==> config.mk <==
export PLATFORM = sky130hd
export DESIGN_NAME = sal_scan_adc
export DESIGN_NICKNAME = d
export VERILOG_FILES = /design/src/sal_pkg.sv /design/src/sal_conv_if.sv /design/src/sal_sync.sv /design/src/sal_dummy_conv.sv /design/src/sal_scan_adc.sv
export SDC_FILE = /design/constraint.sdc
export NUM_CORES = 1
export LEC_CHECK = 0
export ABC_AREA = 1
export BUFFER_PORTS_ARGS = -buffer_cell sky130_fd_sc_hd__buf_4
export CAP_MARGIN = 20
export CORE_ASPECT_RATIO = 0.75
export CORE_MARGIN = 3
export CORE_UTILIZATION = 60
export CTS_CLUSTER_DIAMETER = 150
export DETAILED_ROUTE_END_ITERATION = 7
export PLACE_DENSITY = 0.89
export SYNTH_ARGS = -nofsm -noshare
export SYNTH_HDL_FRONTEND = slang
export SYNTH_SLANG_ARGS = --single-unit
==> constraint.sdc <==
create_clock -name pclk -period 2.68 [get_ports pclk]
set_input_delay 0.134 -clock pclk [delete_from_list [all_inputs] [get_ports pclk]]
set_output_delay 0.134 -clock pclk [all_outputs]
set_load 0.02 [all_outputs]
==> src/sal_pkg.sv <==
// Shared constants and types for the converter boundary-scan segment.
package sal_pkg;

	// ****************************************************************
	// Scan segment layout
	// ****************************************************************
	// Field order equals scan order: the last field sits at chain bit 0.
	typedef struct packed {
		logic bandgap_neg_en;
		logic converter_power_en;
		logic amp_power_en;
		logic [9:0] dac_code;
		logic extch_bypass;
		logic gain10_en;
		logic gain20_en;
		logic gnd_neg_en;
		logic hold;
		logic iref_en;
		logic [7:0] pos_input_select;
		logic [2:0] neg_input_select;
		logic gain_pass_gate_en;
		logic latch_precharge_n;
		logic switchcap_test_en;
		logic settle_assist;
		logic supply_ref_select;
	} sal_ctrl_t;

	localparam int CTRL_W = 35;
	localparam int CHAIN_LEN = 36;
	localparam int COMP_POS = 35;

	localparam sal_ctrl_t CTRL_IDLE = '{
		bandgap_neg_en: 1'b0, converter_power_en: 1'b0,
		amp_power_en: 1'b0, dac_code: 10'h200, extch_bypass: 1'b1,
		gain10_en: 1'b0, gain20_en: 1'b0, gnd_neg_en: 1'b0,
		hold: 1'b1, iref_en: 1'b0, pos_input_select: 8'h01,
		neg_input_select: 3'h0, gain_pass_gate_en: 1'b1,
		latch_precharge_n: 1'b1, switchcap_test_en: 1'b0,
		settle_assist: 1'b0, supply_ref_select: 1'b0};

	// ****************************************************************
	// Register map
	// ****************************************************************
	localparam logic [7:0] ADDR_CFG_LO = 8'h00;
	localparam logic [7:0] ADDR_CFG_HI = 8'h04;
	localparam logic [7:0] ADDR_STATUS = 8'h08;
	localparam int CFG_HI_W = 3;
	localparam int ST_COMP = 0;
	localparam int ST_BUSY = 1;
	localparam int ST_EXTEST = 2;
	localparam int ST_CNT_LSB = 4;
	localparam int CNT_W = 4;

	typedef enum logic [3:0] {
		REG_CFG_LO = 4'h1,
		REG_CFG_HI = 4'h2,
		REG_STATUS = 4'h4,
		REG_NONE = 4'h8
	} sal_reg_t;

	// ****************************************************************
	// Timing
	// ****************************************************************
	localparam logic [CNT_W-1:0] DUMMY_COMPARES = 4'ha;
	localparam int ACLK_HALF_CYC = 2;

endpackage

==> src/sal_conv_if.sv <==
// Carrier between the scan segment and its dummy-conversion sequencer.
`timescale 1ns/1ps
interface sal_conv_if;
	logic start;
	logic step_en;
	logic busy;
	logic [sal_pkg::CNT_W-1:0] done_cnt;
	modport seq (input start, input step_en, output busy, output done_cnt);
	modport ctl (output start, output step_en, input busy, input done_cnt);
endinterface

==> src/sal_sync.sv <==
// Two-flip-flop synchroniser for a group of pin inputs.
`timescale 1ns/1ps
module sal_sync #(
	parameter int W = 1
) (
	// Clock and reset
	input wire logic pclk,
	input wire logic presetn,
	// Data
	input wire logic [W-1:0] d,
	output logic [W-1:0] q
);
	logic [W-1:0] meta_ff;
	logic [W-1:0] q_ff;

	always_ff @(posedge pclk or negedge presetn) begin
		if (!presetn) begin
			meta_ff <= '0;
			q_ff <= '0;
		end else begin
			meta_ff <= d;
			q_ff <= meta_ff;
		end
	end
	assign q = q_ff;
endmodule

==> src/sal_dummy_conv.sv <==
// Sequencer for the dummy conversion that follows converter power-up.
`timescale 1ns/1ps
module sal_dummy_conv (
	// Clock and reset
	input wire logic pclk,
	input wire logic presetn,
	// Control
	sal_conv_if.seq conv
);
	import sal_pkg::*;

	logic busy_ff;
	logic nxt_busy;
	logic [CNT_W-1:0] cnt_ff;
	logic [CNT_W-1:0] nxt_cnt;

	always_comb begin
		nxt_busy = busy_ff;
		nxt_cnt = cnt_ff;
		if (conv.start) begin
			nxt_busy = 1'b1;
			nxt_cnt = '0;
		end else if (busy_ff && conv.step_en) begin
			nxt_cnt = cnt_ff + 4'h1;
			if (cnt_ff == DUMMY_COMPARES - 4'h1) begin
				nxt_busy = 1'b0;
			end
		end
	end

	always_ff @(posedge pclk or negedge presetn) begin
		if (!presetn) begin
			busy_ff <= 1'b0;
			cnt_ff <= '0;
		end else begin
			busy_ff <= nxt_busy;
			cnt_ff <= nxt_cnt;
		end
	end

	assign conv.busy = busy_ff;
	assign conv.done_cnt = cnt_ff;
endmodule

==> src/sal_scan_adc.sv <==
// Converter boundary-scan segment with APB access to its normal settings.
//
// Operation
// - Powering the converter in normal mode starts a ten-comparison dummy conversion.
// - Latch precharge is active low; low tracks the comparator, high holds the latched value.
// - Three-bit field selects the negative input; idle is zero.
// - Switch-cap test routes the x10 stage to channel 4 pin.
// - Supply-reference control picks the supply as reference; idle 0.
// - Pass-gate control enables the gain pass gates; idle 1.
// - Hold samples low, holds high; with the gain stages on it rises with analog clock high.
// - Converter enable set to one powers the converter; idle 0.
`timescale 1ns/1ps
module sal_scan_adc #(
	parameter int ACLK_HALF = sal_pkg::ACLK_HALF_CYC
) (
	// Clock and reset
	input wire logic pclk,
	input wire logic presetn,
	// APB slave
	input wire logic psel,
	input wire logic penable,
	input wire logic pwrite,
	input wire logic [7:0] paddr,
	input wire logic [31:0] pwdata,
	output logic [31:0] prdata,
	output logic pready,
	output logic pslverr,
	// Scan link from the TAP controller
	input wire logic tck,
	input wire logic tdi,
	input wire logic tap_capture,
	input wire logic tap_shift,
	input wire logic tap_update,
	input wire logic tap_extest,
	output logic tdo,
	// Converter analog side
	input wire logic comp_in,
	output sal_pkg::sal_ctrl_t adc_ctrl,
	output logic aclk,
	output logic comp_latch,
	output logic chan4_gain_route,
	output logic [2:0] neg_input_onehot,
	output logic conv_busy
);
	import sal_pkg::*;

	// ****************************************************************
	// Address decode
	// ****************************************************************
	function automatic sal_reg_t sal_decode(input logic [7:0] a);
		unique case (a)
			ADDR_CFG_LO: sal_decode = REG_CFG_LO;
			ADDR_CFG_HI: sal_decode = REG_CFG_HI;
			ADDR_STATUS: sal_decode = REG_STATUS;
			default: sal_decode = REG_NONE;
		endcase
	endfunction

	// ****************************************************************
	// Pin synchronisers
	// ****************************************************************
	logic [6:0] pins_s;
	logic tck_s, tdi_s, cap_s, sh_s, upd_s, ext_s, comp_s;

	sal_sync #(.W(7)) u_sync (
		.pclk(pclk),
		.presetn(presetn),
		.d({tck, tdi, tap_capture, tap_shift, tap_update, tap_extest,
			comp_in}),
		.q(pins_s)
	);
	assign {tck_s, tdi_s, cap_s, sh_s, upd_s, ext_s, comp_s} = pins_s;

	// ****************************************************************
	// Scan cells
	// ****************************************************************
	// TCK is oversampled, so it must stay well below a quarter of pclk.
	logic tck_prev_ff;
	logic [CHAIN_LEN-1:0] shift_ff, nxt_shift;
	sal_ctrl_t upd_ff, nxt_upd;
	logic tdo_ff, nxt_tdo;
	logic tck_rise, tck_fall;
	sal_ctrl_t adc_ff, nxt_adc;
	logic comp_latch_ff, nxt_comp_latch;

	assign tck_rise = tck_s & ~tck_prev_ff;
	assign tck_fall = ~tck_s & tck_prev_ff;

	always_comb begin
		nxt_shift = shift_ff;
		nxt_upd = upd_ff;
		nxt_tdo = tdo_ff;
		if (tck_rise && cap_s) begin
			// The comparator cell is observe-only and sits at the top.
			nxt_shift = {comp_latch_ff, adc_ff};
		end else if (tck_rise && sh_s) begin
			nxt_shift = {tdi_s, shift_ff[CHAIN_LEN-1:1]};
		end
		if (tck_fall) begin
			nxt_tdo = shift_ff[0];
			if (upd_s) begin
				nxt_upd = shift_ff[CTRL_W-1:0];
			end
		end
	end

	always_ff @(posedge pclk or negedge presetn) begin
		if (!presetn) begin
			tck_prev_ff <= 1'b0;
			shift_ff <= {1'b0, CTRL_IDLE};
			upd_ff <= CTRL_IDLE;
			tdo_ff <= 1'b0;
		end else begin
			tck_prev_ff <= tck_s;
			shift_ff <= nxt_shift;
			upd_ff <= nxt_upd;
			tdo_ff <= nxt_tdo;
		end
	end

	// ****************************************************************
	// Analog clock divider
	// ****************************************************************
	logic [7:0] div_ff, nxt_div;
	logic aclk_ff, nxt_aclk;
	logic aclk_tick;

	assign aclk_tick = (div_ff == 8'(ACLK_HALF - 1));

	always_comb begin
		nxt_div = aclk_tick ? 8'h00 : div_ff + 8'h01;
		nxt_aclk = aclk_tick ? ~aclk_ff : aclk_ff;
	end

	always_ff @(posedge pclk or negedge presetn) begin
		if (!presetn) begin
			div_ff <= 8'h00;
			aclk_ff <= 1'b0;
		end else begin
			div_ff <= nxt_div;
			aclk_ff <= nxt_aclk;
		end
	end

	// ****************************************************************
	// Normal-mode settings and APB slave
	// ****************************************************************
	sal_ctrl_t cfg_ff, nxt_cfg;
	logic pready_ff, nxt_pready;
	logic pslverr_ff, nxt_pslverr;
	logic [31:0] prdata_ff, nxt_prdata;
	logic ext_ff;
	sal_reg_t sel;
	logic setup_done;
	logic [31:0] status_word;
	sal_conv_if conv();

	assign sel = sal_decode(paddr);
	assign setup_done = psel & penable & ~pready_ff;

	always_comb begin
		status_word = 32'h0000_0000;
		status_word[ST_COMP] = comp_latch_ff;
		status_word[ST_BUSY] = conv.busy;
		status_word[ST_EXTEST] = ext_ff;
		status_word[ST_CNT_LSB +: CNT_W] = conv.done_cnt;
	end

	always_comb begin
		nxt_cfg = cfg_ff;
		nxt_pready = setup_done;
		nxt_pslverr = setup_done & (sel == REG_NONE);
		nxt_prdata = prdata_ff;
		if (setup_done) begin
			unique case (sel)
				REG_CFG_LO: nxt_prdata = cfg_ff[31:0];
				REG_CFG_HI: nxt_prdata = {29'h0, cfg_ff[CTRL_W-1:32]};
				REG_STATUS: nxt_prdata = status_word;
				REG_NONE: nxt_prdata = 32'h0000_0000;
			endcase
		end
		if (psel && penable && pready_ff && pwrite) begin
			unique case (sel)
				REG_CFG_LO: nxt_cfg[31:0] = pwdata;
				REG_CFG_HI: nxt_cfg[CTRL_W-1:32] = pwdata[CFG_HI_W-1:0];
				REG_STATUS: nxt_cfg = cfg_ff;
				REG_NONE: nxt_cfg = cfg_ff;
			endcase
		end
	end

	always_ff @(posedge pclk or negedge presetn) begin
		if (!presetn) begin
			cfg_ff <= CTRL_IDLE;
			pready_ff <= 1'b0;
			pslverr_ff <= 1'b0;
			prdata_ff <= 32'h0000_0000;
			ext_ff <= 1'b0;
		end else begin
			cfg_ff <= nxt_cfg;
			pready_ff <= nxt_pready;
			pslverr_ff <= nxt_pslverr;
			prdata_ff <= nxt_prdata;
			ext_ff <= ext_s;
		end
	end

	// ****************************************************************
	// Converter control drive
	// ****************************************************************
	sal_ctrl_t want;
	logic pwr_prev_ff;
	logic [2:0] neg_oh_ff, nxt_neg_oh;
	logic route_ff, nxt_route;

	assign want = ext_ff ? upd_ff : cfg_ff;

	always_comb begin
		nxt_adc = want;
		// A rising hold with gain stages on waits for the analog clock high.
		if (want.hold && !adc_ff.hold && want.amp_power_en &&
				!nxt_aclk) begin
			nxt_adc.hold = 1'b0;
		end
		nxt_comp_latch = comp_latch_ff;
		if (!adc_ff.latch_precharge_n) begin
			nxt_comp_latch = comp_s;
		end
		nxt_route = adc_ff.switchcap_test_en;
		nxt_neg_oh = 3'h0;
		if (adc_ff.neg_input_select != 3'h0) begin
			nxt_neg_oh = 3'h1 << (adc_ff.neg_input_select[1:0]);
		end
	end

	always_ff @(posedge pclk or negedge presetn) begin
		if (!presetn) begin
			adc_ff <= CTRL_IDLE;
			comp_latch_ff <= 1'b0;
			pwr_prev_ff <= 1'b0;
			route_ff <= 1'b0;
			neg_oh_ff <= 3'h0;
		end else begin
			adc_ff <= nxt_adc;
			comp_latch_ff <= nxt_comp_latch;
			pwr_prev_ff <= adc_ff.converter_power_en;
			route_ff <= nxt_route;
			neg_oh_ff <= nxt_neg_oh;
		end
	end

	// Dummy conversion only in normal mode; scan drives the DAC directly.
	assign conv.start = adc_ff.converter_power_en & ~pwr_prev_ff &
		~ext_ff;
	assign conv.step_en = aclk_tick & aclk_ff;

	sal_dummy_conv u_dummy (
		.pclk(pclk),
		.presetn(presetn),
		.conv(conv)
	);

	logic busy_out_ff;

	always_ff @(posedge pclk or negedge presetn) begin
		if (!presetn) begin
			busy_out_ff <= 1'b0;
		end else begin
			busy_out_ff <= conv.busy;
		end
	end

	// ****************************************************************
	// Outputs
	// ****************************************************************
	assign prdata = prdata_ff;
	assign pready = pready_ff;
	assign pslverr = pslverr_ff;
	assign tdo = tdo_ff;
	assign adc_ctrl = adc_ff;
	assign aclk = aclk_ff;
	assign comp_latch = comp_latch_ff;
	assign chan4_gain_route = route_ff;
	assign neg_input_onehot = neg_oh_ff;
	assign conv_busy = busy_out_ff;
endmodule

==> flow_summary.ini <==
[power_and_ir_drop]
peakVddDrop_uv = 433
p_int_mw = 5.86
power_mw = 7.96
p_sw_mw = 2.10
combPwrFrac_pct = 13.0
powerDensity_nw_per_um2 = 744
power_frac_seq_pct = 48.5
p_sw_share_pct = 26.4
p_clk_share_pct = 38.4
leakagePower_nw = 5.61

[clock_network]
cts_sinks = 213
clk_pin_slew_ns = 0.07
clockBufferDepth = 3
post_cts_buffers = 0
clock_latency_ns = 0.50
cts_root_buf = clkbuf_16
numCtsBuffers = 20
htree_levels = 1
cts_tree = built

[sta]
hold_viol = 0
max_freq_mhz = 505
slew_violations = 0
fin_ws_ns = 0.700
setup_viol = 0
worst_pin_slew_ns = 0.979
fin_crit_sh_pct = 73.9
final.min_clock_period_ns = 1.98
tns_ns = 0
rsz0062_at_grt = no
finalClockSkew_ns = 0.0113
slew_headroom_pct = 34.7

[die]
coreArea_um2 = 13800
dieArea_um2 = 15700
fp.dieW_um = 144
boundaryPins = 129
start_util_pct = 61.7
num_rows = 37
die_h_um = 109

[worst_setup_path]
critPathCaptureType = flop
critPathKind = flop to flop
required_ns = 3.06
cpMaxStageDelayCell = nand2_2
startpoint_type = flop
cp_max_fo = 37
cpPeakStageDelay_ns = 0.49
crit_buf_inv = 1
cp_cell_sequence = inv_1, nor2_4, nand2_4, nand2_2, o21ai_0
cp_top_family = simple AND/OR/NAND/NOR gates
cp.arrival_ns = 2.36

[synth]
synth_nets = 962
synth-seq-area-share_pct = 62.9
syn_area_um2 = 8520
syn_area_per_cell_um2 = 9.41
yosysWarnings = 0
ys_ff_latch = 213
syn_inst = 905
synth_cell_types = 32

[global_routing]
grt_antenna_before_repair = 0
grt_max_degree = 86
overflow = 0
first_global_vias = 7091
grt_pass1_wl_um = 37700
grt_usage_pct = 31.1

[placed_design]
hpwl_um = 13800
gp_congestion = 0.851
io_buffers = 128
place_ws_ns = 0.821

[run]
maxCapViolations = 0

[final_layout]
diodes = 0
area_growth_pct = 25.5
drive_gt1_share_pct = 19.6
nets = 1117

[hold_path]
min_path_type = input port to flop

[route]
dr.pass1.iters = 8
routedWlPerCell_um = 19.0
drtIter0Drc = 1021
routed_wirelength_um = 23700
viasPerCell = 5.87
route.antenna.remaining_nets = 0
vias = 7337
remaining_drc_errors = 0

[run_status]
status = complete, no violations
[sequential cells by signal, indices dropped and copies added, names as in the netlist, 3 cells and up]
register / count
adc_ctrl: 34
cfg_ff: 35
div_ff: 8
neg_input_onehot: 3
prdata: 32
shift_ff: 36
u_dummy.conv.done_cnt: 4
u_sync.meta_ff: 7
u_sync.q: 7
upd_ff: 35
[what timing repair did]
action                    CTS  global route
hold buffers               42             0
gates resized for setup     0             0
hold endpoints to repair  109             0
[placed cells by master, fill, tap and decap left out, types with 4 or more instances in the layout]
master / n
a21oi_1: 9
buf_4: 134
clkbuf_16: 21
clkbuf_8: 5
dfrtp_1: 189
dfstp_2: 24
dlygate4sd3_1: 42
ha_1: 5
inv_1: 66
nand2_1: 292
nand2_2: 4
nand3_1: 67
nor2_1: 22
nor3_1: 5
o21ai_0: 81
o21ai_1: 69
xor2_1: 6
[worst paths after layout]
kind / slack (ns) / cells past startpoint / endpoint / from
max in group asynchronous: 1.62 / 3 / cfg_ff[31] / presetn
min in group asynchronous: 0.23 / 2 / upd_ff[23] / presetn
setup / recovery: 0.70 / 5 / shift_ff[31] / u_sync.q[6]
setup reg to reg: 0.70 / 5 / shift_ff[31] / u_sync.q[6]
hold reg to reg: 0.35 / 0 / u_sync.q[1] / u_sync.meta_ff[1]
hold / removal: 0.13 / 5 / pslverr / paddr[5]
[metrics by stage]
step                      hold slack [ns]  cells  instance area [um2]  utilization, %
after floorplan                    -0.162    905                 8520               -
after global placement              0.226   1171                 9560            69.3
after detailed placement            0.225   1171                 9560            69.3
after CTS                           0.115   1249                10700            77.5
after global routing                0.176   1249                10700            77.5
final                               0.131   1249                10700            77.5
[per-layer routing]
metal  up-vias  routed length (um)  GRT usage, %
met5         -                   0             0
met4         0                 829          10.1
met3        84                2350          6.97
met2       472               10900          47.7
met1      3565                9650          45.0
li1       3216                   -             -
[worst reg2reg max path, cell delays in order (launching register included)]
cell and delay (ns):
dfrtp_1 0.37, inv_1 0.15, nor2_4 0.07, nand2_4 0.32, nand2_2 0.50, o21ai_0 0.45
[cells in the mapped netlist]
cell	n	area (um2)
nor2_1	22	82.6
buf_2	21	105
nor3_1	5	25.0
nor2_8	1	20.0
inv_1	66	248
nand3_1	68	340
a31oi_1	1	6.26
a21oi_1	9	45.0
ha_1	5	62.6
dfrtp_1	189	4730
nor2_2	1	6.26
dfstp_2	24	631
o21ai_1	69	345
mux2_2	1	11.3
nand2_4	2	22.5
o22ai_1	1	6.26
a211oi_1	1	7.51
nand2_1	292	1100
buf_6	4	45.0
inv_2	1	3.75
nand3_2	1	10.0
xor2_1	6	52.6
nor2_4	1	11.3
nand4_1	1	6.26
a22oi_1	1	7.51
nand3_4	1	17.5
o21ai_0	81	405
clkbuf_1	14	52.6
o21ai_2	1	8.76
nand2_2	4	25.0
o211ai_1	3	22.5
buf_4	8	60.1
[final cells by class]
| type | count | area [um2] |
|---|---|---|
| clock buffers | 28 | 592 |
| clock inverters | 8 | 120 |
| fillers | 851 | 3100 |
| inverters | 67 | 251 |
| multi-input cells | 578 | 2650 |
| flip-flops and latches | 213 | 5360 |
| well taps | 175 | 219 |
| repair buffers | 180 | 1500 |
[cell families after synthesis]
| group | after synthesis | synth area share [%] |
|---|---|---|
| xor+xnor | 6 | 0.617 |
| compound gates | 167 | 10.0 |
| mux | 1 | 0.132 |
| simple gates | 399 | 19.5 |
| buf+inv | 114 | 6.04 |
| fa+ha+maj | 5 | 0.734 |
| flops | 213 | 62.9 |
[power by group through the flow]
stage	Combinational (mW)	Sequential [mW]	Clock (mW)
after floorplan	0.436	3.94	0
after global placement	0.896	3.88	0
after detailed placement	0.949	3.90	0
after CTS	1.03	3.85	3.06
after global routing	1.15	3.90	3.20
final	1.03	3.86	3.06
No activity file was read; power rests on OpenSTA's default activity.
